**config.mk**
```make
export PLATFORM = sky130hd
export DESIGN_NAME = dtdec_top
export DESIGN_NICKNAME = d
export VERILOG_FILES = /design/src/dtdec_pkg.sv /design/src/dtdec_decode.sv /design/src/dtdec_queue.sv /design/src/dtdec_top.sv
export SDC_FILE = /design/constraint.sdc
export NUM_CORES = 1
export LEC_CHECK = 0
export BUFFER_PORTS_ARGS = -buffer_cell sky130_fd_sc_hd__buf_2
export CAP_MARGIN = 30
export CELL_PAD_IN_SITES_DETAIL_PLACEMENT = 1
export CELL_PAD_IN_SITES_GLOBAL_PLACEMENT = 1
export CORE_MARGIN = 2
export CORE_UTILIZATION = 35
export DETAILED_ROUTE_END_ITERATION = 8
export GPL_ROUTABILITY_DRIVEN = 0
export PLACE_DENSITY_LB_ADDON = 0.05
export SKIP_CTS_REPAIR_TIMING = 1
export SLEW_MARGIN = 10
export SYNTH_ARGS = -nofsm -noshare
export SYNTH_HDL_FRONTEND = slang
export SYNTH_HIERARCHICAL = 1
export SYNTH_SLANG_ARGS = --single-unit
```
**constraint.sdc**
```tcl
create_clock -name CORE_CLK_I -period 12.7 [get_ports CORE_CLK_I]
set_input_delay 0.635 -clock CORE_CLK_I [delete_from_list [all_inputs] [get_ports CORE_CLK_I]]
set_output_delay 0.635 -clock CORE_CLK_I [all_outputs]
set_load 0.01 [all_outputs]
```
**src/dtdec_pkg.sv**
```systemverilog
// Constants for the data-transfer decode and timing block.
// Assumes a single processor clock; no software-visible registers.
package dtdec_pkg;
    localparam logic [7:0] OP_SEG_LOAD = 8'h8E;
    localparam logic [7:0] OP_SEG_STORE = 8'h8C;
    localparam logic [7:0] OP_TABLE_LOOKUP = 8'hD7;
    localparam logic [7:0] OP_EA_LOAD = 8'h8D;
    localparam logic [7:0] OP_FAR_DATA_SEG = 8'hC5;
    localparam logic [7:0] OP_FAR_EXTRA_SEG = 8'hC4;
    localparam logic [7:0] OP_FLAGS_TO_ACC = 8'h9F;
    localparam logic [7:0] OP_ACC_TO_FLAGS = 8'h9E;
    localparam logic [1:0] MODE_REGISTER = 2'h3;
    localparam int MODE_MSB = 7;
    localparam int MODE_LSB = 6;
    localparam int QUEUE_DEPTH_WIDE = 6;
    localparam int QUEUE_DEPTH_NARROW = 4;
    localparam logic [5:0] CLK_SEG_LOAD_REG = 6'h02;
    localparam logic [5:0] CLK_SEG_LOAD_MEM_W = 6'h09;
    localparam logic [5:0] CLK_SEG_LOAD_MEM_N = 6'h0D;
    localparam logic [5:0] CLK_SEG_STORE_REG = 6'h02;
    localparam logic [5:0] CLK_SEG_STORE_MEM_W = 6'h0B;
    localparam logic [5:0] CLK_SEG_STORE_MEM_N = 6'h0F;
    localparam logic [5:0] CLK_LOOKUP_W = 6'h0B;
    localparam logic [5:0] CLK_LOOKUP_N = 6'h0F;
    localparam logic [5:0] CLK_EA_LOAD = 6'h06;
    localparam logic [5:0] CLK_FAR_W = 6'h12;
    localparam logic [5:0] CLK_FAR_N = 6'h1A;
    localparam logic [5:0] CLK_FLAGS_TO_ACC = 6'h02;
    localparam logic [5:0] CLK_ACC_TO_FLAGS = 6'h03;
    localparam logic [5:0] CLK_WORD_PER_XFER = 6'h04;
    localparam logic [5:0] CLK_ONE = 6'h01;
    typedef enum logic [3:0] {
        DTDEC_NONE = 4'h0,
        DTDEC_SEG_LOAD = 4'h1,
        DTDEC_SEG_STORE = 4'h2,
        DTDEC_TABLE_LOOKUP = 4'h3,
        DTDEC_EA_LOAD = 4'h4,
        DTDEC_FAR_DATA_SEG = 4'h5,
        DTDEC_FAR_EXTRA_SEG = 4'h6,
        DTDEC_FLAGS_TO_ACC = 4'h7,
        DTDEC_ACC_TO_FLAGS = 4'h8
    } dtdec_op_e;
    typedef enum logic [1:0] {
        DTDEC_IDLE = 2'b00,
        DTDEC_FETCH = 2'b01,
        DTDEC_EXEC = 2'b10,
        DTDEC_DONE = 2'b11
    } dtdec_state_e;
endpackage

```
**src/dtdec_decode.sv**
```systemverilog
// Combinational opcode decode with operand-field check and minimum clocks.
// Assumes the first two queue bytes are presented; pure logic.
`default_nettype none
module dtdec_decode (
    input wire logic [7:0] opcode_i,
    input wire logic [7:0] modrm_i,
    input wire logic narrow_i,
    input wire logic word_i,
    output dtdec_pkg::dtdec_op_e op_o,
    output logic needs_modrm_o,
    output logic legal_o,
    output logic mem_o,
    output logic [5:0] clocks_o
);
    logic reg_mode;
    logic [5:0] base;
    assign reg_mode = modrm_i[dtdec_pkg::MODE_MSB:dtdec_pkg::MODE_LSB] == dtdec_pkg::MODE_REGISTER;

    function automatic logic [5:0] pick(input logic nar, input logic [5:0] w,
                                        input logic [5:0] n);
        pick = nar ? n : w;
    endfunction

    always_comb begin
        op_o = dtdec_pkg::DTDEC_NONE;
        needs_modrm_o = 1'b0;
        legal_o = 1'b1;
        mem_o = 1'b0;
        base = dtdec_pkg::CLK_ONE;
        case (opcode_i)
            dtdec_pkg::OP_SEG_LOAD: begin
                op_o = dtdec_pkg::DTDEC_SEG_LOAD;
                needs_modrm_o = 1'b1;
                mem_o = !reg_mode;
                base = reg_mode ? dtdec_pkg::CLK_SEG_LOAD_REG :
                    pick(narrow_i, dtdec_pkg::CLK_SEG_LOAD_MEM_W, dtdec_pkg::CLK_SEG_LOAD_MEM_N);
            end
            dtdec_pkg::OP_SEG_STORE: begin
                op_o = dtdec_pkg::DTDEC_SEG_STORE;
                needs_modrm_o = 1'b1;
                mem_o = !reg_mode;
                base = reg_mode ? dtdec_pkg::CLK_SEG_STORE_REG :
                    pick(narrow_i, dtdec_pkg::CLK_SEG_STORE_MEM_W,
                         dtdec_pkg::CLK_SEG_STORE_MEM_N);
            end
            dtdec_pkg::OP_TABLE_LOOKUP: begin
                op_o = dtdec_pkg::DTDEC_TABLE_LOOKUP;
                mem_o = 1'b1;
                base = pick(narrow_i, dtdec_pkg::CLK_LOOKUP_W, dtdec_pkg::CLK_LOOKUP_N);
            end
            dtdec_pkg::OP_EA_LOAD: begin
                op_o = dtdec_pkg::DTDEC_EA_LOAD;
                needs_modrm_o = 1'b1;
                base = dtdec_pkg::CLK_EA_LOAD;
            end
            dtdec_pkg::OP_FAR_DATA_SEG, dtdec_pkg::OP_FAR_EXTRA_SEG: begin
                op_o = (opcode_i == dtdec_pkg::OP_FAR_DATA_SEG) ?
                    dtdec_pkg::DTDEC_FAR_DATA_SEG : dtdec_pkg::DTDEC_FAR_EXTRA_SEG;
                needs_modrm_o = 1'b1;
                legal_o = !reg_mode;
                mem_o = 1'b1;
                base = pick(narrow_i, dtdec_pkg::CLK_FAR_W, dtdec_pkg::CLK_FAR_N);
            end
            dtdec_pkg::OP_FLAGS_TO_ACC: begin
                op_o = dtdec_pkg::DTDEC_FLAGS_TO_ACC;
                base = dtdec_pkg::CLK_FLAGS_TO_ACC;
            end
            dtdec_pkg::OP_ACC_TO_FLAGS: begin
                op_o = dtdec_pkg::DTDEC_ACC_TO_FLAGS;
                base = dtdec_pkg::CLK_ACC_TO_FLAGS;
            end
            default: begin
                legal_o = 1'b0;
            end
        endcase
        // Seg moves are not starred; only a word table lookup on the narrow bus pays extra
        clocks_o = base;
        if (narrow_i && word_i && mem_o && (op_o == dtdec_pkg::DTDEC_TABLE_LOOKUP)) begin
            clocks_o = base + dtdec_pkg::CLK_WORD_PER_XFER;
        end
    end
endmodule
`default_nettype wire

```
**src/dtdec_queue.sv**
```systemverilog
// Instruction prefetch queue, bytes in from the prefetch bus unit.
// Assumes the filler obeys in_ready and the drain pops only what is held.
`default_nettype none
module dtdec_queue #(
    parameter int DEPTH = 6
) (
    input wire logic core_clk_i,
    input wire logic nrst_i,
    input wire logic in_valid_i,
    input wire logic [7:0] in_byte_i,
    output logic in_ready_o,
    input wire logic [1:0] pop_i,
    output logic [7:0] head0_o,
    output logic [7:0] head1_o,
    output logic [3:0] count_o
);
    logic [7:0] mem_ff [DEPTH];
    logic [3:0] count_ff;
    logic [3:0] nxt_count;
    logic push;
    logic [3:0] pop_n;

    assign in_ready_o = count_ff < 4'(DEPTH);
    assign push = in_valid_i && in_ready_o;
    assign pop_n = (4'(pop_i) > count_ff) ? count_ff : 4'(pop_i);
    assign nxt_count = count_ff - pop_n + (push ? 4'h1 : 4'h0);
    assign count_o = count_ff;
    assign head0_o = mem_ff[0];
    assign head1_o = mem_ff[1];

    always_ff @(posedge core_clk_i or negedge nrst_i) begin
        if (!nrst_i) begin
            count_ff <= 4'h0;
        end else begin
            count_ff <= nxt_count;
        end
    end

    // Shift register: depth is tiny, so shifting beats pointer bookkeeping
    always_ff @(posedge core_clk_i or negedge nrst_i) begin
        if (!nrst_i) begin
            for (int i = 0; i < DEPTH; i++) begin
                mem_ff[i] <= 8'h00;
            end
        end else begin
            for (int i = 0; i < DEPTH; i++) begin
                if (push && (4'(i) == count_ff - pop_n)) begin
                    mem_ff[i] <= in_byte_i;
                end else if (i + int'(pop_n) < DEPTH) begin
                    mem_ff[i] <= mem_ff[i + int'(pop_n)];
                end
            end
        end
    end

    a_queue_never_over: assert property (@(posedge core_clk_i) disable iff (!nrst_i)
        count_ff <= 4'(DEPTH)) else $error("queue over depth");
endmodule
`default_nettype wire

```
**src/dtdec_top.sv**
```systemverilog
// Data-transfer decode and minimum-clock sequencer with its prefetch queue.
// Assumes bytes arrive from the prefetch bus unit synchronous to CORE_CLK_I.
`default_nettype none
module dtdec_top #(
    parameter bit NARROW_BUS = 1'b0,
    parameter int QDEPTH = NARROW_BUS ? dtdec_pkg::QUEUE_DEPTH_NARROW :
                                        dtdec_pkg::QUEUE_DEPTH_WIDE
) (
    input wire logic CORE_CLK_I,
    input wire logic NRST_I,
    input wire logic FETCH_VALID_I,
    input wire logic [7:0] FETCH_BYTE_I,
    output logic FETCH_READY_O,
    input wire logic WORD_OP_I,
    input wire logic MEM_WAIT_I,
    output logic [3:0] OP_O,
    output logic BUSY_O,
    output logic DONE_O,
    output logic ILLEGAL_O,
    output logic [7:0] MODRM_O,
    output logic [5:0] CLOCKS_O
);
    dtdec_pkg::dtdec_state_e state_ff;
    dtdec_pkg::dtdec_state_e nxt_state;
    logic [7:0] head0;
    logic [7:0] head1;
    logic [3:0] qcount;
    logic [1:0] pop;
    logic in_ready;
    dtdec_pkg::dtdec_op_e dec_op;
    logic dec_modrm;
    logic dec_legal;
    logic dec_mem;
    logic [5:0] dec_clocks;
    logic have_bytes;
    logic [5:0] cnt_ff;
    logic [1:0] extra_ff;
    logic mem_ff;
    logic [5:0] spent_ff;
    logic [3:0] op_ff;
    logic busy_ff;
    logic done_ff;
    logic illegal_ff;
    logic [7:0] modrm_ff;
    logic [5:0] clocks_ff;
    logic ready_ff;
    logic [3:0] nxt_fill;

    // Queue depth follows the bus width variant
    dtdec_queue #(.DEPTH(QDEPTH)) u_queue (
        .core_clk_i(CORE_CLK_I),
        .nrst_i(NRST_I),
        .in_valid_i(FETCH_VALID_I),
        .in_byte_i(FETCH_BYTE_I),
        .in_ready_o(in_ready),
        .pop_i(pop),
        .head0_o(head0),
        .head1_o(head1),
        .count_o(qcount)
    );

    dtdec_decode u_decode (
        .opcode_i(head0),
        .modrm_i(head1),
        .narrow_i(NARROW_BUS),
        .word_i(WORD_OP_I),
        .op_o(dec_op),
        .needs_modrm_o(dec_modrm),
        .legal_o(dec_legal),
        .mem_o(dec_mem),
        .clocks_o(dec_clocks)
    );

    // Decode waits until the opcode and any modrm byte sit in the queue
    assign have_bytes = dec_modrm ? (qcount >= 4'h2) : (qcount >= 4'h1);
    assign pop = (state_ff == dtdec_pkg::DTDEC_FETCH && have_bytes) ?
                 (dec_modrm ? 2'h2 : 2'h1) : 2'h0;
    // Fill level after this edge, so ready never promises a slot already taken
    assign nxt_fill = qcount - 4'(pop) + ((FETCH_VALID_I && in_ready) ? 4'h1 : 4'h0);

    always_comb begin
        nxt_state = state_ff;
        case (state_ff)
            dtdec_pkg::DTDEC_IDLE: begin
                nxt_state = dtdec_pkg::DTDEC_FETCH;
            end
            dtdec_pkg::DTDEC_FETCH: begin
                if (have_bytes) begin
                    nxt_state = dec_legal ? dtdec_pkg::DTDEC_EXEC : dtdec_pkg::DTDEC_DONE;
                end
            end
            dtdec_pkg::DTDEC_EXEC: begin
                if (cnt_ff == dtdec_pkg::CLK_ONE && extra_ff == 2'h0) begin
                    nxt_state = dtdec_pkg::DTDEC_DONE;
                end
            end
            dtdec_pkg::DTDEC_DONE: begin
                nxt_state = dtdec_pkg::DTDEC_FETCH;
            end
            default: begin
                nxt_state = dtdec_pkg::DTDEC_IDLE;
            end
        endcase
    end

    always_ff @(posedge CORE_CLK_I or negedge NRST_I) begin
        if (!NRST_I) begin
            state_ff <= dtdec_pkg::DTDEC_IDLE;
        end else begin
            state_ff <= nxt_state;
        end
    end

    // Minimum count runs down first, then the handshake slack
    always_ff @(posedge CORE_CLK_I or negedge NRST_I) begin
        if (!NRST_I) begin
            cnt_ff <= 6'h00;
            extra_ff <= 2'h0;
            mem_ff <= 1'b0;
        end else if (state_ff == dtdec_pkg::DTDEC_FETCH && have_bytes) begin
            cnt_ff <= dec_clocks;
            extra_ff <= 2'h0;
            mem_ff <= dec_mem;
        end else if (state_ff == dtdec_pkg::DTDEC_EXEC) begin
            if (cnt_ff > dtdec_pkg::CLK_ONE) begin
                cnt_ff <= cnt_ff - dtdec_pkg::CLK_ONE;
                if (mem_ff && MEM_WAIT_I && extra_ff == 2'h0) begin
                    extra_ff <= 2'h2;
                end
            end else if (extra_ff != 2'h0) begin
                extra_ff <= extra_ff - 2'h1;
            end else if (mem_ff && MEM_WAIT_I) begin
                extra_ff <= 2'h1;
                mem_ff <= 1'b0;
            end
        end
    end

    // Cycles actually spent in execution, used by the checks
    always_ff @(posedge CORE_CLK_I or negedge NRST_I) begin
        if (!NRST_I) begin
            spent_ff <= 6'h00;
        end else if (state_ff == dtdec_pkg::DTDEC_FETCH) begin
            spent_ff <= 6'h00;
        end else if (state_ff == dtdec_pkg::DTDEC_EXEC) begin
            spent_ff <= spent_ff + dtdec_pkg::CLK_ONE;
        end
    end

    always_ff @(posedge CORE_CLK_I or negedge NRST_I) begin
        if (!NRST_I) begin
            op_ff <= 4'h0;
            illegal_ff <= 1'b0;
            modrm_ff <= 8'h00;
            clocks_ff <= 6'h00;
        end else if (state_ff == dtdec_pkg::DTDEC_FETCH && have_bytes) begin
            op_ff <= 4'(dec_op);
            illegal_ff <= !dec_legal;
            modrm_ff <= dec_modrm ? head1 : 8'h00;
            clocks_ff <= dec_clocks;
        end
    end

    always_ff @(posedge CORE_CLK_I or negedge NRST_I) begin
        if (!NRST_I) begin
            busy_ff <= 1'b0;
            done_ff <= 1'b0;
            ready_ff <= 1'b0;
        end else begin
            busy_ff <= nxt_state == dtdec_pkg::DTDEC_EXEC;
            done_ff <= nxt_state == dtdec_pkg::DTDEC_DONE;
            ready_ff <= nxt_fill < 4'(QDEPTH);
        end
    end

    // Ready is registered from the next fill level; excess pushes are dropped
    assign FETCH_READY_O = ready_ff;
    assign OP_O = op_ff;
    assign BUSY_O = busy_ff;
    assign DONE_O = done_ff;
    assign ILLEGAL_O = illegal_ff;
    assign MODRM_O = modrm_ff;
    assign CLOCKS_O = clocks_ff;

    a_exec_min_count: assert property (@(posedge CORE_CLK_I) disable iff (!NRST_I)
        $rose(done_ff) && !illegal_ff |-> spent_ff >= clocks_ff)
        else $error("finished before minimum count");
    a_exec_extra_bound: assert property (@(posedge CORE_CLK_I) disable iff (!NRST_I)
        $rose(done_ff) && !illegal_ff |-> spent_ff <= clocks_ff + 6'h02)
        else $error("more than two extra clocks");
    a_far_reg_bad: assert property (@(posedge CORE_CLK_I) disable iff (!NRST_I)
        state_ff == dtdec_pkg::DTDEC_FETCH && have_bytes && head0[7:1] == 7'h62 &&
        head1[7:6] == dtdec_pkg::MODE_REGISTER |=> illegal_ff ##1 !busy_ff)
        else $error("register mode far pointer accepted");
    a_lookup_count: assert property (@(posedge CORE_CLK_I) disable iff (!NRST_I)
        state_ff == dtdec_pkg::DTDEC_FETCH && have_bytes &&
        head0 == dtdec_pkg::OP_TABLE_LOOKUP && !WORD_OP_I |=>
        clocks_ff == (NARROW_BUS ? dtdec_pkg::CLK_LOOKUP_N : dtdec_pkg::CLK_LOOKUP_W))
        else $error("lookup count wrong");
    a_seg_load_pair: assert property (@(posedge CORE_CLK_I) disable iff (!NRST_I)
        state_ff == dtdec_pkg::DTDEC_FETCH && have_bytes &&
        head0 == dtdec_pkg::OP_SEG_LOAD |=> clocks_ff == ($past(head1[7:6]) == 2'h3 ?
        dtdec_pkg::CLK_SEG_LOAD_REG : (NARROW_BUS ? dtdec_pkg::CLK_SEG_LOAD_MEM_N :
        dtdec_pkg::CLK_SEG_LOAD_MEM_W)))
        else $error("segment load count wrong");
    a_seg_store_pair: assert property (@(posedge CORE_CLK_I) disable iff (!NRST_I)
        state_ff == dtdec_pkg::DTDEC_FETCH && have_bytes &&
        head0 == dtdec_pkg::OP_SEG_STORE && head1[7:6] != 2'h3 |=>
        clocks_ff == (NARROW_BUS ? dtdec_pkg::CLK_SEG_STORE_MEM_N :
        dtdec_pkg::CLK_SEG_STORE_MEM_W))
        else $error("segment store count wrong");
    a_flags_counts: assert property (@(posedge CORE_CLK_I) disable iff (!NRST_I)
        state_ff == dtdec_pkg::DTDEC_FETCH && have_bytes && head0[7:1] == 7'h4F |=>
        clocks_ff == ($past(head0[0]) ? dtdec_pkg::CLK_FLAGS_TO_ACC :
        dtdec_pkg::CLK_ACC_TO_FLAGS))
        else $error("flags transfer count wrong");
    a_ea_load_six: assert property (@(posedge CORE_CLK_I) disable iff (!NRST_I)
        state_ff == dtdec_pkg::DTDEC_FETCH && have_bytes && head0 == dtdec_pkg::OP_EA_LOAD
        |=> clocks_ff == dtdec_pkg::CLK_EA_LOAD ##[1:7] done_ff)
        else $error("address load count wrong");
    a_far_count: assert property (@(posedge CORE_CLK_I) disable iff (!NRST_I)
        state_ff == dtdec_pkg::DTDEC_FETCH && have_bytes && head0[7:1] == 7'h62 |=>
        clocks_ff == (NARROW_BUS ? dtdec_pkg::CLK_FAR_N : dtdec_pkg::CLK_FAR_W))
        else $error("far pointer count wrong");
    a_word_lookup_add: assert property (@(posedge CORE_CLK_I) disable iff (!NRST_I)
        state_ff == dtdec_pkg::DTDEC_FETCH && have_bytes && NARROW_BUS && WORD_OP_I &&
        head0 == dtdec_pkg::OP_TABLE_LOOKUP |=> clocks_ff == dtdec_pkg::CLK_LOOKUP_N +
        dtdec_pkg::CLK_WORD_PER_XFER)
        else $error("word penalty missing");
endmodule
`default_nettype wire

```
# Word-level counts from Yosys, hierarchy flattened
# Cells that the tools add are included.
dict set report word_totals {
  register_bits 85
  latchBits 0
  mem_count 0
  out_inout_bits 22
  rom_bits 0
  wordCells 174
  ramBits 0
}
dict set report classes {
  n_mux 62
  bitwise_logic 6
  n_addsub 11
  multipliers 0
  n_lt_le_gt_ge 18
  shift 0
  div_mod_pow 0
  n_reduce_logical 36
  n_eq_ne 23
}
# operator n
set op_table {}
lappend op_table {{$mux W8} 25}
lappend op_table {{$ge A32 B4 Y1 const B} 6}
lappend op_table {{$lt A32 B4 Y1 const B} 5}
lappend op_table {{$not A32 Y32} 5}
lappend op_table {{$bmux W8 S3} 6}
lappend op_table {{$eq A8 B8 Y1 const B} 8}
lappend op_table {{$pmux W6 S7} 1}
lappend op_table {{$not A4 Y32} 1}
lappend op_table {{$pmux W4 S7} 1}
lappend op_table {{$mux W2} 11}
lappend op_table {{$reduce_bool A2 Y1} 10}
lappend op_table {{$mux W6} 3}
lappend op_table {{$lt A4 B3 Y1 const B} 3}
lappend op_table {{$mux W4} 3}
lappend op_table {{$logic_and A1 B1 Y1} 11}
lappend op_table {{$add A2 B4 Y5 const A} 2}
lappend op_table {{$add A3 B4 Y5 const A} 2}
lappend op_table {{$eq A2 B2 Y1 const B} 5}
lappend op_table {{$mux W1} 9}
lappend op_table {{$add A4 B4 Y4} 2}
lappend op_table {{$eq A2 B4 Y1 const A} 2}
lappend op_table {{$eq A3 B4 Y1 const A} 2}
lappend op_table {{$eq A6 B1 Y1 const B} 1}
lappend op_table {{$gt A6 B1 Y1 const B} 1}
lappend op_table {{25 further kinds} 31}

# Longest topological paths before layout
# Gate-level depths: netlist (run 1).
dict set report depth {
  word_depth 15
  mapped_depth 32
  ltp_nobuf 22
}

# Modules after synthesis
# The synthesis (run 1) kept the hierarchy.
# mod n_inst area_each_um2 cells_per_inst
set by_module_without_submodules {}
lappend by_module_without_submodules {dtdec_queue 1 4792.1 520}
lappend by_module_without_submodules {dtdec_top 1 1646.6 181}
lappend by_module_without_submodules {dtdec_decode 1 377.9 62}

# Worst setup path after synthesis (run 1)
# Ideal clock, no wire load.
dict set report synth_path {
  kind {register -> register}
  from {register u_queue.mem_ff (netlist bit u_queue/head0_o[6])}
  to {register u_queue/mem_ff[22] in the netlist's numbering}
  arrival_ns 6.020
  path_buffers 11
  synth_period_minus_slack_ns 6.172
  required_ns 12.549
  stages_incl_launch_ff 33
  slack_ns 6.528
  path_cell_list {dfrtp_1 > buf_4 > xnor2_1 > nor2_1 > o21a_1 > nand2b_1 > a21bo_2 > clkbuf_1 > clkbuf_1 > nor2_1 > buf_4 > clkbuf_1 > inv_1 > ha_1 > a211o_1 > a21oi_2 > mux2i_2 > buf_6 > buf_4 > buf_4 > buf_2 > inv_1 > ha_1 > inv_1 > ha_1 > or4b_1 > a21oi_1 > nand3_1 > o21ba_2 > buf_2 > or2_2 > buf_2 > o221ai_1}
}
dict set report synth_between {
  elab_chain_len 15
  word_cells_on_any_way 25
}
# element line_no
set synth_lines {}
lappend synth_lines {{from (decl)} dtdec_queue.sv:17} ;# logic [7:0] mem_ff [DEPTH];
lappend synth_lines {{from (signal, indexed assignment)} dtdec_queue.sv:48} ;# mem_ff[i] <= in_byte_i;
lappend synth_lines {{from (signal, indexed assignment)} dtdec_queue.sv:50} ;# mem_ff[i] <= mem_ff[i + int'(pop_n)];
lappend synth_lines {{$eq A8 B8 Y1} dtdec_decode.sv:30} ;# case (opcode_i)
lappend synth_lines {{$reduce_or A5 Y1 (no source line) (*)} -}
lappend synth_lines {{$mux W1 (*)} dtdec_decode.sv:30}
lappend synth_lines {{via dec_modrm} dtdec_top.sv:31} ;# logic dec_modrm;
lappend synth_lines {{$mux W1} dtdec_top.sv:75} ;# assign have_bytes = dec_modrm ? (qcount >= 4'h2) : (qcount >= 4'h1);
lappend synth_lines {{$logic_and A1 B1 Y1} dtdec_top.sv:76} ;# assign pop = (state_ff == dtdec_pkg::DTDEC_FETCH && have_bytes) ?
lappend synth_lines {{$mux W2 (*)} dtdec_top.sv:76}
lappend synth_lines {{via pop[0]} dtdec_top.sv:28} ;# logic [1:0] pop;
lappend synth_lines {{$gt A2 B4 Y1} dtdec_queue.sv:25} ;# assign pop_n = (4'(pop_i) > count_ff) ? count_ff : 4'(pop_i);
lappend synth_lines {{$mux W4 (*)} dtdec_queue.sv:25}
lappend synth_lines {{branches (longest 7 deep; another with $lt A32 B4 Y1)} -}
# Mark *: on every way through the listed nets, which the timed path passes. The select of a mux whose other input is x is not followed.
# A chain may end at the register's enable or synchronous reset.

# Worst setup path in the final report (run 1)
dict set report layout_path {
  from {register u_queue.mem_ff (netlist bit u_queue/head0_o[3])}
  to {register u_queue/mem_ff[1] in the netlist's numbering}
}
dict set report layout_between {
  elab_chain_len 15
  word_cells_on_any_way 25
}
# element line_no
set layout_lines {}
lappend layout_lines {{$eq A8 B8 Y1} dtdec_decode.sv:30}
lappend layout_lines {{$reduce_or A5 Y1 (no source line) (*)} -}
lappend layout_lines {{$mux W1 (*)} dtdec_decode.sv:30}
lappend layout_lines {{via dec_modrm} dtdec_top.sv:31}
lappend layout_lines {{$mux W1} dtdec_top.sv:75}
lappend layout_lines {{$logic_and A1 B1 Y1} dtdec_top.sv:76}
lappend layout_lines {{$mux W2 (*)} dtdec_top.sv:76}
lappend layout_lines {{via pop[0]} dtdec_top.sv:28}
lappend layout_lines {{$gt A2 B4 Y1} dtdec_queue.sv:25}
lappend layout_lines {{$mux W4 (*)} dtdec_queue.sv:25}
lappend layout_lines {{branches (longest 7 deep; another with $lt A32 B4 Y1)} -}
# Marked as above.

==> results by group, run 1 <==
Synthesis
  – Post-Synth Adder-Cell Area: 5.25%
  – Cell taking the most area after synthesis: dfrtp_1
  – Top FF cell, synth: dfrtp_1
  – Post-Synthesis Cells: 763
  – Async SR Flop Fraction: 100%
  – Compound-cell area share of the yosys netlist: 23.4%
  – Post-synth top area share: 31.2%
  – Post-synth top cells: 102 x nand2_1, 85 x dfrtp_1, 52 x nor2_1
  – Yosys cell types: 75
  – Register area share after synthesis: 31.2%
  – Synth Cell Area: 6820 sq um
  – Mux contribution to synthesized area: 12.9%
  – Post-synth EDFFs: 0
  – Main area contributors after synthesis: dfrtp_1 31%, mux4_2 7.6%, nand2_1 5.6%, ha_1 5.0%, mux2_2 3.3%
  – Seq cells post-synth: 85
  – Synth warnings: 6
  – Most instantiated library cell after synthesis: nand2_1
  – Largest family of logic cells by synthesized area: compound AO/OA/AOI/OAI gates
  – Syn_area_per_cell: 8.93 sq um
  – Simple logic cell fraction of the synthesized area: 17.7%
  – XOR/XNOR Fraction of Synth Area: 1.41%

STA
  – Worst slew pin tran: 0.905 ns
  – RSZ-0062 raised after global routing: false
  – Final Critical Period: 7.44 ns
  – Final setup viols: 0
  – Fmax: 134 MHz
  – Relative slew slack: 39.3%
  – Final slew viol count: 0
  – Setup TNS: 0 ns
  – Final hold violations: 0
  – Skew final: 0.00686 ns
  – Crit share post-route: 58.6%
  – Final worst slack: 5.26 ns

Power and ir drop
  – Tot Pwr: 0.00243 W
  – Worst vdd ir: 133 uV
  – Lkg Pwr: 3.15 nW
  – PwrDens: 330 nW/um^2

Route
  – DRT iter0 DRCs: 475
  – Final WL: 24900 microns
  – M1 WL: 10500 microns
  – DR top layer: met4
  – DR WL/cell: 24.1 microns
  – Post-route ant nets: 0
  – Vias per cell: 5.92
  – First drt pass iteration count: 5
  – Met2 routed WL: 11700 microns
  – DRC: 0
  – DR vias: 6103
  – Metal3 WL: 1800 microns

Global route
  – Antenna violations before repair: 0
  – Vias in the first global route: 6247
  – Largest net degree at the start of global routing: 63
  – Total congestion overflow: 0
  – GRT Total Usage: 25.4%
  – First-pass GRT wire length: 38400 microns

Worst setup path
  – Top cell by count, worst path: nor2_1
  – Worst R2R Setup Slack: 5.26 ns
  – Critical path, cell by cell: xnor2_1 -> nor2_1 -> o21a_1 -> nand2b_1 -> a21bo_2 -> nor2_1 -> buf_4 -> inv_1 -> ha_1 -> a211oi_1 -> o21ai_2 -> mux2i_1 -> inv_2 -> ha_1 -> inv_1 -> nor2_1 -> a211oi_1 -> a21boi_1 -> nor2_1 -> o31ai_1
  – CP startpoint kind: flip-flop
  – Reg2reg path depth: 20
  – Biggest cell delay along the critical path: 0.74 ns
  – Critical Path RT: 12.97 ns
  – CP arrival: 7.71 ns
  – Slowest-stage cell, CP: mux2i_1
  – CP max FO: 28
  – Endpoint class of the critical path: flip-flop
  – Crit Path Category: flip-flop to flip-flop

Layout
  – Util after Layout: 38.2%
  – Fillers: 2270
  – Diode count: 0
  – Nets: 803
  – Sequential Area: 2130 sq um
  – Area of the multi-input gates: 4200 sq um
  – Area Overhead vs Synth: 8.08%
  – Fin area: 7370 sq um
  – Layout cell share with drive strength beyond 1: 15.8%

Floorplan
  – Die width: 144 microns
  – Die height: 144 microns
  – Std cell rows: 51
  – Initial Util: 35.4%
  – Core area: 19300 sq um
  – I/O pins: 35
  – DIE AREA: 20600 sq um

Hold path
  – Hold Path Class: input pin to asynchronous set/reset pin

Job
  – Max-cap violations: 0

Placement
  – Placed Area: 7050 sq um
  – Post-DP HPWL: 18100 microns
  – Port Buffer Count: 34
  – Worst slack, placed: 5.47 ns

Clock network
  – CTS sink count: 85
  – Root Buffer: clkbuf_16
  – Clock slew at reported path FFs: 0.07 ns
  – Clock buffer depth: 2
  – H-tree Lvls: 3
  – CTS tree: done
  – Total CTS buffers: 9
  – Clk_lat worst skew: 0.36 ns

Outcome
  – Status: complete, no violations
==> flip-flops by register name, indices dropped and copies added (netlist names) <==
register and count:
cnt_ff 6, OP_O 4, mem_ff 1, u_queue/head0_o 8, CLOCKS_O 6, BUSY_O 1, u_queue/count_o 4, MODRM_O 8
DONE_O 1, u_queue/head1_o 8, FETCH_READY_O 1, ILLEGAL_O 1, extra_ff 2, u_queue/mem_ff 32, state_ff 2
==> final cells by class <==
cell class                 count  area share (%)
clock buffer                   9            3.06
clock inverter                 6            1.21
inverter                      48            2.45
multi-input combinational    579            57.1
sequential                    85            28.9
tap                          265            4.50
timing repair buffer          39            2.85
==> cells by family (layout without fill, tap and decap cells) <==
logic type	after synthesis	after routing
buffers and inverters	111	102
AOI/OAI and AO/OA	218	218
muxes	54	54
adders and majority gates	28	28
other	4	16
and+or+nand+nor	252	252
xor gates and xnor gates	11	11
DFF	85	85
==> worst max-delay path: cells and delay by family (launching register included) <==
kind            cells  cell delay [ns]
compound gates      7             2.76
flops               1             0.51
mux                 1             0.74
fa+ha+maj           2             0.92
xor+xnor            1             0.42
buf+inv             4             1.20
simple gates        5             0.80
==> cell usage in the layout (no fill, tap or decap), types with 3 or more instances in the layout <==
| cell type | instances |
|---|---|
| o22ai_1 | 10 |
| xnor2_1 | 5 |
| o221ai_1 | 10 |
| nand2b_1 | 7 |
| ha_1 | 27 |
| o211ai_1 | 11 |
| a221oi_1 | 16 |
| o31ai_1 | 30 |
| nor2_1 | 52 |
| mux4_2 | 23 |
| a21oi_1 | 28 |
| nand2_1 | 102 |
| a21boi_0 | 6 |
| a211oi_1 | 26 |
| a2111oi_0 | 3 |
| inv_1 | 46 |
| conb_1 | 16 |
| dfrtp_1 | 85 |
| o21ai_2 | 4 |
| or3_1 | 3 |
| xor2_1 | 6 |
| and2_1 | 15 |
| nor3b_1 | 8 |
| buf_4 | 6 |
| a31oi_1 | 4 |
| a221o_1 | 10 |
| buf_2 | 33 |
| mux2_2 | 20 |
| clkbuf_16 | 9 |
| a21o_1 | 4 |
| o211a_1 | 4 |
| mux2i_1 | 6 |
| o21ai_0 | 25 |
| mux2_1 | 3 |
| nor2b_1 | 19 |
| or2_2 | 3 |
| nor3_1 | 7 |
| nand3_1 | 21 |
==> power by group <==
part           internal (W)  switching (W)  leakage [nW]
logic              0.000639       0.000879          1.94
registers          0.000393       0.000229          1.07
clock network      0.000171       0.000122         0.147
==> worst paths after layout <==
check / start / end
worst max-delay path: u_queue/head0_o[3] / u_queue/mem_ff[1]
worst min-delay path: NRST_I / extra_ff[0]
worst max register to register: u_queue/head0_o[3] / u_queue/mem_ff[1]
worst min register to register: OP_O[1] / OP_O[1]
max in group asynchronous: NRST_I / u_queue/mem_ff[26]
min in group CORE_CLK_I: OP_O[1] / OP_O[1]
==> per-layer routing <==
layer | global-route usage, % | vias up
met5 | 0 | -
met4 | 10.3 | 0
met3 | 6.23 | 56
met2 | 41.4 | 233
met1 | 32.3 | 3040
li1 | - | 2774
==> through the flow <==
step | instances | hold slack (ns)
after CTS | 1031 | 0.178
after global placement | 1016 | 0.455
after detailed placement | 1016 | 0.458
after global routing | 1031 | 0.188
after floorplan | 775 | 0.339
final | 1031 | 0.172
(Power assumes the default switching activity.)
==> run 2: changes to the inputs <==
==> constraint.sdc (replaced) <==
create_clock -name CORE_CLK_I -period 6 [get_ports CORE_CLK_I]
set_input_delay 0.3 -clock CORE_CLK_I [delete_from_list [all_inputs] [get_ports CORE_CLK_I]]
set_output_delay 0.3 -clock CORE_CLK_I [all_outputs]
set_load 0.01 [all_outputs]
==> results by group, run 2 (synthesis gave the netlist of run 1 again) <==
Clock network
  – Clock slew at reported path FFs: 0.07 ns (about the same)
  – H-tree Lvls: 3 (unchanged)
  – Root Buffer: clkbuf_16
  – Clock buffer depth: 2 (unchanged)
  – CTS sink count: 85 (unchanged)
  – Total CTS buffers: 9 (unchanged)
  – CTS tree: done
  – Clk_lat worst skew: 0.35 ns (about the same)

Worst setup path
  – Reg2reg path depth: 21 (+5.0%)
  – R2R Path Start: u_queue/head0_o[6]
  – Endpoint class of the critical path: flip-flop
  – Biggest cell delay along the critical path: 0.75 ns (about the same)
  – Critical path, cell by cell: xnor2_2 -> nor2_1 -> o21a_1 -> nand2b_1 -> a21boi_2 -> nand2_1 -> inv_1 -> inv_1 -> ha_1 -> a211o_1 -> a21oi_2 -> mux2i_4 -> inv_1 -> ha_1 -> inv_1 -> ha_1 -> or4b_1 -> a21oi_2 -> nand3_1 -> o21ai_1 -> o221ai_1
  – Crit path buffers/inverters: 4 (unchanged)
  – FF-to-FF End: u_queue/mem_ff[22]
  – Slowest-stage cell, CP: o21ai_1
  – CP arrival: 5.67 ns (-2.04 ns)
  – CP startpoint kind: flip-flop
  – Worst setup startpoint: u_queue/head0_o[6]
  – Crit Path Category: flip-flop to flip-flop
  – Worst R2R Setup Slack: 0.50 ns (-4.75 ns)
  – Largest delay share family, worst path: compound AO/OA/AOI/OAI gates
  – Critical Path RT: 6.18 ns (-6.79 ns)
  – CP max FO: 10 (-64%)
  – Top cell by count, worst path: inv_1

Power and ir drop
  – Pint: 0.00254 W (+110%)
  – Worst vdd ir: 280 uV (+110%)
  – Comb power frac: 64.9% (+2.5 points)
  – Clock power frac: 11.1% (-1.0 points)
  – Tot Pwr: 0.00506 W (+110%)
  – Switching Share: 49.8% (-0.78 points)
  – PwrDens: 676 nW/um^2 (+100%)
  – Lkg Pwr: 3.22 nW (+2.0%)
  – Seq pwr share: 24.0% (-1.6 points)
  – Psw: 0.00252 W (+100%)

Global route
  – GRT Total Usage: 23.6% (-1.8 points)
  – Total congestion overflow: 0 (unchanged)
  – Vias in the first global route: 6225 (-0.35%)
  – Antenna violations before repair: 0 (unchanged)
  – First-pass GRT wire length: 36800 microns (-4.2%)
  – Largest net degree at the start of global routing: 55 (-13%)

Route
  – First drt pass iteration count: 5 (unchanged)
  – DR vias: 6031 (-1.2%)
  – Vias per cell: 5.77 (-2.6%)
  – Final WL: 23300 microns (-6.5%)
  – Post-route ant nets: 0 (unchanged)
  – DRT iter0 DRCs: 350 (-26%)
  – DRC: 0 (unchanged)
  – DR WL/cell: 22.2 microns (-7.9%)

Layout
  – Leading cell type in the layout, fill and taps excluded: nand2_1
  – Fillers: 2241 (-1.3%)
  – Max reg flops: 32 (unchanged)
  – Area of the multi-input gates: 4220 sq um (+0.27%)
  – Area Overhead vs Synth: 9.73%
  – Most frequent cells in the layout: 102 x nand2_1, 85 x dfrtp_1, 52 x nor2_1
  – Nets: 817 (+1.7%)
  – Layout cell share with drive strength beyond 1: 17.5% (+1.7 points)
  – Most flops, register: u_queue/mem_ff
  – Finished Layout Cells: 1046 (+1.5%)
  – Sequential Area: 2130 sq um (unchanged)
  – Diode count: 0 (unchanged)

Floorplan
  – Initial Util: 35.4% (unchanged)
  – Std cell rows: 51 (unchanged)
  – Die height: 144 microns (unchanged)
  – DIE AREA: 20600 sq um (unchanged)
  – I/O pins: 35 (unchanged)
  – Core area: 19300 sq um (unchanged)
  – Die width: 144 microns (unchanged)

Placement
  – Port Buffer Count: 34 (unchanged)
  – Placed insts: 1029 (+1.3%)
  – Post-DP HPWL: 17700 microns (-1.9%)

STA
  – Final Critical Period: 5.50 ns (-1.95 ns)
  – Final setup viols: 0 (unchanged)
  – Crit share post-route: 91.6% (+33 points)
  – Final slew viol count: 0 (unchanged)
  – Worst slew pin tran: 0.949 ns (+0.0442 ns)
  – Final hold violations: 0 (unchanged)
  – Setup TNS: 0 ns (unchanged)
  – Relative slew slack: 36.3% (-3.0 points)
  – Skew final: 0.00865 ns (+0.00179 ns)
  – Fmax: 182 MHz (+35%)
  – RSZ-0062 raised after global routing: false

Job
  – Max-cap violations: 0 (unchanged)

Hold path
  – HP Start: FETCH_BYTE_I[2]
  – Hold Path Sink: u_queue/head1_o[2]
  – Hold Path Class: input pin to flip-flop
  – Worst hold stages: 3

Outcome
  – Status: complete, no violations
[run 2: cell count changes in the layout (fill, tap and decap cells not counted)]
cell           delta
buf_4            +12
bufinv_16         -2
clkbuf_8          +2
clkinvlp_4        +2
a21oi_1           -1
a21oi_2           +1
buf_16            +1
clkinv_4          -1
dlygate4sd3_1     +1
xnor2_1           -1
xnor2_2           +1
[run 2: per-stage QoR]
stage          utilization (%)  instance area (sq um)  hold slack (ns)  setup slack [ns]
2_1_floorplan                -                   6870          0.00441            0.0131
3_3_place_gp              37.1                   7150            0.154             0.720
3_5_place_dp              37.3                   7180            0.163             0.575
4_1_cts                   38.8                   7470           -0.221             0.549
5_1_grt                   38.8                   7480            0.282            0.0926
6_report                  38.8                   7480            0.274             0.503
[run 2: power groups by stage]
stage / registers [W] / clock network [W] / logic [W]
floorplan: 0.00104 / 0 / 0.00259
global placement: 0.00120 / 0 / 0.00320
detailed placement: 0.00121 / 0 / 0.00326
CTS: 0.00120 / 0.000583 / 0.00328
global route: 0.00125 / 0.000607 / 0.00360
finish: 0.00121 / 0.000562 / 0.00328
[run 2: how the worst max path moves through the flow]
stage	to	slack (ns)	cells after the start
finish	u_queue/mem_ff[22]	0.50	21
global placement	u_queue/mem_ff[22]	0.72	21
CTS	u_queue/mem_ff[22]	0.55	21
floorplan	u_queue/mem_ff[15]	0.01	32
detailed placement	u_queue/mem_ff[22]	0.57	21
global route	u_queue/mem_ff[0]	0.09	21
[run 2: worst reg2reg max path: cells and delay by family, from the launching register on]
kind                       cells  cell delay, ns
adders and majority gates      3            0.70
AOI/OAI and AO/OA              7            2.16
buffers and inverters          4            0.46
and+or+nand+nor                5            1.02
DFF                            1            0.50
xor gates and xnor gates       1            0.34
muxes                          1            0.12
[run 2: layout make-up]
type                            instances  area share [%]
Multi-Input combinational cell        579            56.4
Sequential cell                        85            28.4
Timing Repair Buffer                   53            4.52
Tap cell                              265            4.43
Clock buffer                           11            3.38
Inverter                               48            2.41
Clock inverter                          5           0.468
[run 2: per-layer routing]
metal  wire, microns  track usage [%]
met4             306             5.73
met1           10500             31.9
met5               0                0
met2           11400             40.0
met3            1040             3.07
==> run 3: changes to the inputs <==
--- a/config.mk
+++ b/config.mk
@@ -13,6 +13,7 @@
 export CORE_UTILIZATION = 35
 export DETAILED_ROUTE_END_ITERATION = 8
 export GPL_ROUTABILITY_DRIVEN = 0
+export MAX_ROUTING_LAYER = met4
 export PLACE_DENSITY_LB_ADDON = 0.05
 export SKIP_CTS_REPAIR_TIMING = 1
 export SLEW_MARGIN = 10
==> results by group, run 3 (synthesis gave the netlist of run 1 again) <==
Layout
  – Most frequent cells in the layout: 102 x nand2_1, 85 x dfrtp_1, 52 x nor2_1
  – Leading cell type in the layout, fill and taps excluded: nand2_1
  – Finished Layout Cells: 1046 (unchanged)
  – Layout cell share with drive strength beyond 1: 17.5% (unchanged)
  – Most flops, register: u_queue/mem_ff
  – Diode count: 0 (unchanged)
  – Max reg flops: 32 (unchanged)
  – Area Overhead vs Synth: 9.73% (unchanged)
  – Nets: 817 (unchanged)
  – Util after Layout: 38.8% (unchanged)
  – Fillers: 2241 (unchanged)

Worst setup path
  – Worst setup startpoint: u_queue/head0_o[6]
  – CP arrival: 5.69 ns (+0.02 ns)
  – Critical Path RT: 6.18 ns (about the same)
  – Worst R2R Setup Slack: 0.48 ns (-0.02 ns)
  – Crit Path Category: flip-flop to flip-flop
  – CP startpoint kind: flip-flop
  – Biggest cell delay along the critical path: 0.75 ns (about the same)
  – Largest delay share family, worst path: compound AO/OA/AOI/OAI gates
  – Critical path depth: 21 (unchanged)
  – Top cell by count, worst path: inv_1
  – FF-to-FF End: u_queue/mem_ff[22]
  – Reg2reg path depth: 21 (unchanged)
  – Setup crit end: u_queue/mem_ff[22]
  – R2R Path Start: u_queue/head0_o[6]
  – CP max FO: 10 (unchanged)
  – Critical path, cell by cell: xnor2_2 -> nor2_1 -> o21a_1 -> nand2b_1 -> a21boi_2 -> nand2_1 -> inv_1 -> inv_1 -> ha_1 -> a211o_1 -> a21oi_2 -> mux2i_4 -> inv_1 -> ha_1 -> inv_1 -> ha_1 -> or4b_1 -> a21oi_2 -> nand3_1 -> o21ai_1 -> o221ai_1
  – Slowest-stage cell, CP: o21ai_1
  – Endpoint class of the critical path: flip-flop
  – Crit path buffers/inverters: 4 (unchanged)

Global route
  – Antenna violations before repair: 0 (unchanged)
  – Vias in the first global route: 6201 (-0.39%)
  – First-pass GRT wire length: 36900 microns (+0.17%)
  – GRT Total Usage: 24.2% (+0.68 points)
  – Largest net degree at the start of global routing: 55 (unchanged)
  – Total congestion overflow: 0 (unchanged)

Floorplan
  – Die height: 144 microns (unchanged)
  – Die width: 144 microns (unchanged)
  – I/O pins: 35 (unchanged)
  – Core area: 19300 sq um (unchanged)
  – DIE AREA: 20600 sq um (unchanged)
  – Std cell rows: 51 (unchanged)
  – Initial Util: 35.4% (unchanged)

Outcome
  – Status: complete, no violations

Power and ir drop
  – Lkg Pwr: 3.22 nW (unchanged)
  – Worst vdd ir: 279 uV (-0.24%)
  – PwrDens: 677 nW/um^2 (+0.16%)

STA
  – Fmax: 181 MHz (-0.33%)
  – Setup TNS: 0 ns (unchanged)
  – Worst slew pin tran: 0.949 ns (+0.000113 ns)
  – Final setup viols: 0 (unchanged)
  – RSZ-0062 raised after global routing: false
  – Skew final: 0.00798 ns (-0.000666 ns)
  – Final Critical Period: 5.52 ns (+0.0185 ns)
  – Crit share post-route: 91.9% (+0.31 points)
  – Final slew viol count: 0 (unchanged)
  – Final worst slack: 0.485 ns (-0.0185 ns)
  – Minimum hold slack: 0.276 ns (+0.00178 ns)
  – Final hold violations: 0 (unchanged)
  – Relative slew slack: 36.3% (about the same)

Route
  – Vias per cell: 5.81 (+0.85%)
  – DRC: 0 (unchanged)
  – DRT iter0 DRCs: 403 (+15%)
  – DR WL/cell: 22.4 microns (+0.55%)
  – DR vias: 6082 (+0.85%)
  – Final WL: 23400 microns (+0.55%)
  – Post-route ant nets: 0 (unchanged)
  – First drt pass iteration count: 5 (unchanged)

Placement
  – Post-DP HPWL: 17700 microns (unchanged)
  – Placed insts: 1029 (unchanged)
  – Worst slack, placed: 0.575 ns (unchanged)
  – Port Buffer Count: 34 (unchanged)

Job
  – Max-cap violations: 0 (unchanged)

Clock network
  – Clk_lat worst skew: 0.35 ns (about the same)
  – CTS tree: done
  – Clock buffer depth: 2 (unchanged)
  – CTS sink count: 85 (unchanged)
  – Total CTS buffers: 9 (unchanged)
  – Clock slew at reported path FFs: 0.07 ns (about the same)
  – Root Buffer: clkbuf_16
  – H-tree Lvls: 3 (unchanged)

Hold path
  – Hold Path Class: input pin to flip-flop
  – Worst hold stages: 3 (unchanged)
run 3: worst min-delay path by stage:
stage / from / endpoint / slack, ns
2_1_floorplan: NRST_I / BUSY_O / 0.004
3_3_place_gp: NRST_I / BUSY_O / 0.15
3_5_place_dp: NRST_I / BUSY_O / 0.16
4_1_cts: NRST_I / u_queue/count_o[0] / -0.22
5_1_grt: FETCH_BYTE_I[3] / u_queue/head0_o[3] / 0.28
6_report: FETCH_BYTE_I[2] / u_queue/head1_o[2] / 0.28
run 3: power breakdown:
| part | switching (W) | internal (W) | leakage, nW | total (W) |
|---|---|---|---|---|
| Clock | 0.000260 | 0.000303 | 0.130 | 0.000563 |
| Combinational | 0.00188 | 0.00140 | 2.02 | 0.00329 |
| Sequential | 0.000383 | 0.000833 | 1.07 | 0.00122 |
run 3: layer usage:
layer | vias to the layer above | global-route usage, % | part of all wire, %
li1 | 2797 | - | -
met1 | 3087 | 32.0 | 45
met2 | 179 | 39.8 | 49
met3 | 19 | 3.03 | 4.5
met4 | 0 | 5.73 | 1.3
met5 | - | - | 0
run 3: worst register-to-register path, cell delays in order (launching register included):
cell and delay (ns):
dfrtp_1 0.50, xnor2_2 0.34, nor2_1 0.07, o21a_1 0.21
nand2b_1 0.23, a21boi_2 0.18, nand2_1 0.10, inv_1 0.21
inv_1 0.13, ha_1 0.36, a211o_1 0.31, a21oi_2 0.21
mux2i_4 0.12, inv_1 0.07, ha_1 0.15, inv_1 0.05
ha_1 0.19, or4b_1 0.49, a21oi_2 0.23, nand3_1 0.13
o21ai_1 0.75, o221ai_1 0.27
run 3: metrics by stage:
stage	power (W)	instance area (sq um)
6_report	0.00507	7480
3_3_place_gp	0.00440	7150
5_1_grt	0.00546	7480
2_1_floorplan	0.00363	6870
3_5_place_dp	0.00448	7180
4_1_cts	0.00506	7470
run 3: cell type report:
class	count	area (sq um)	share of cell area, %
flip-flops and latches	85	2130	28.4
clock buffers	11	253	3.38
multi-input cells	579	4220	56.4
well taps	265	332	4.43
repair buffers	53	338	4.52
clock inverters	5	35.0	0.468
inverters	48	180	2.41
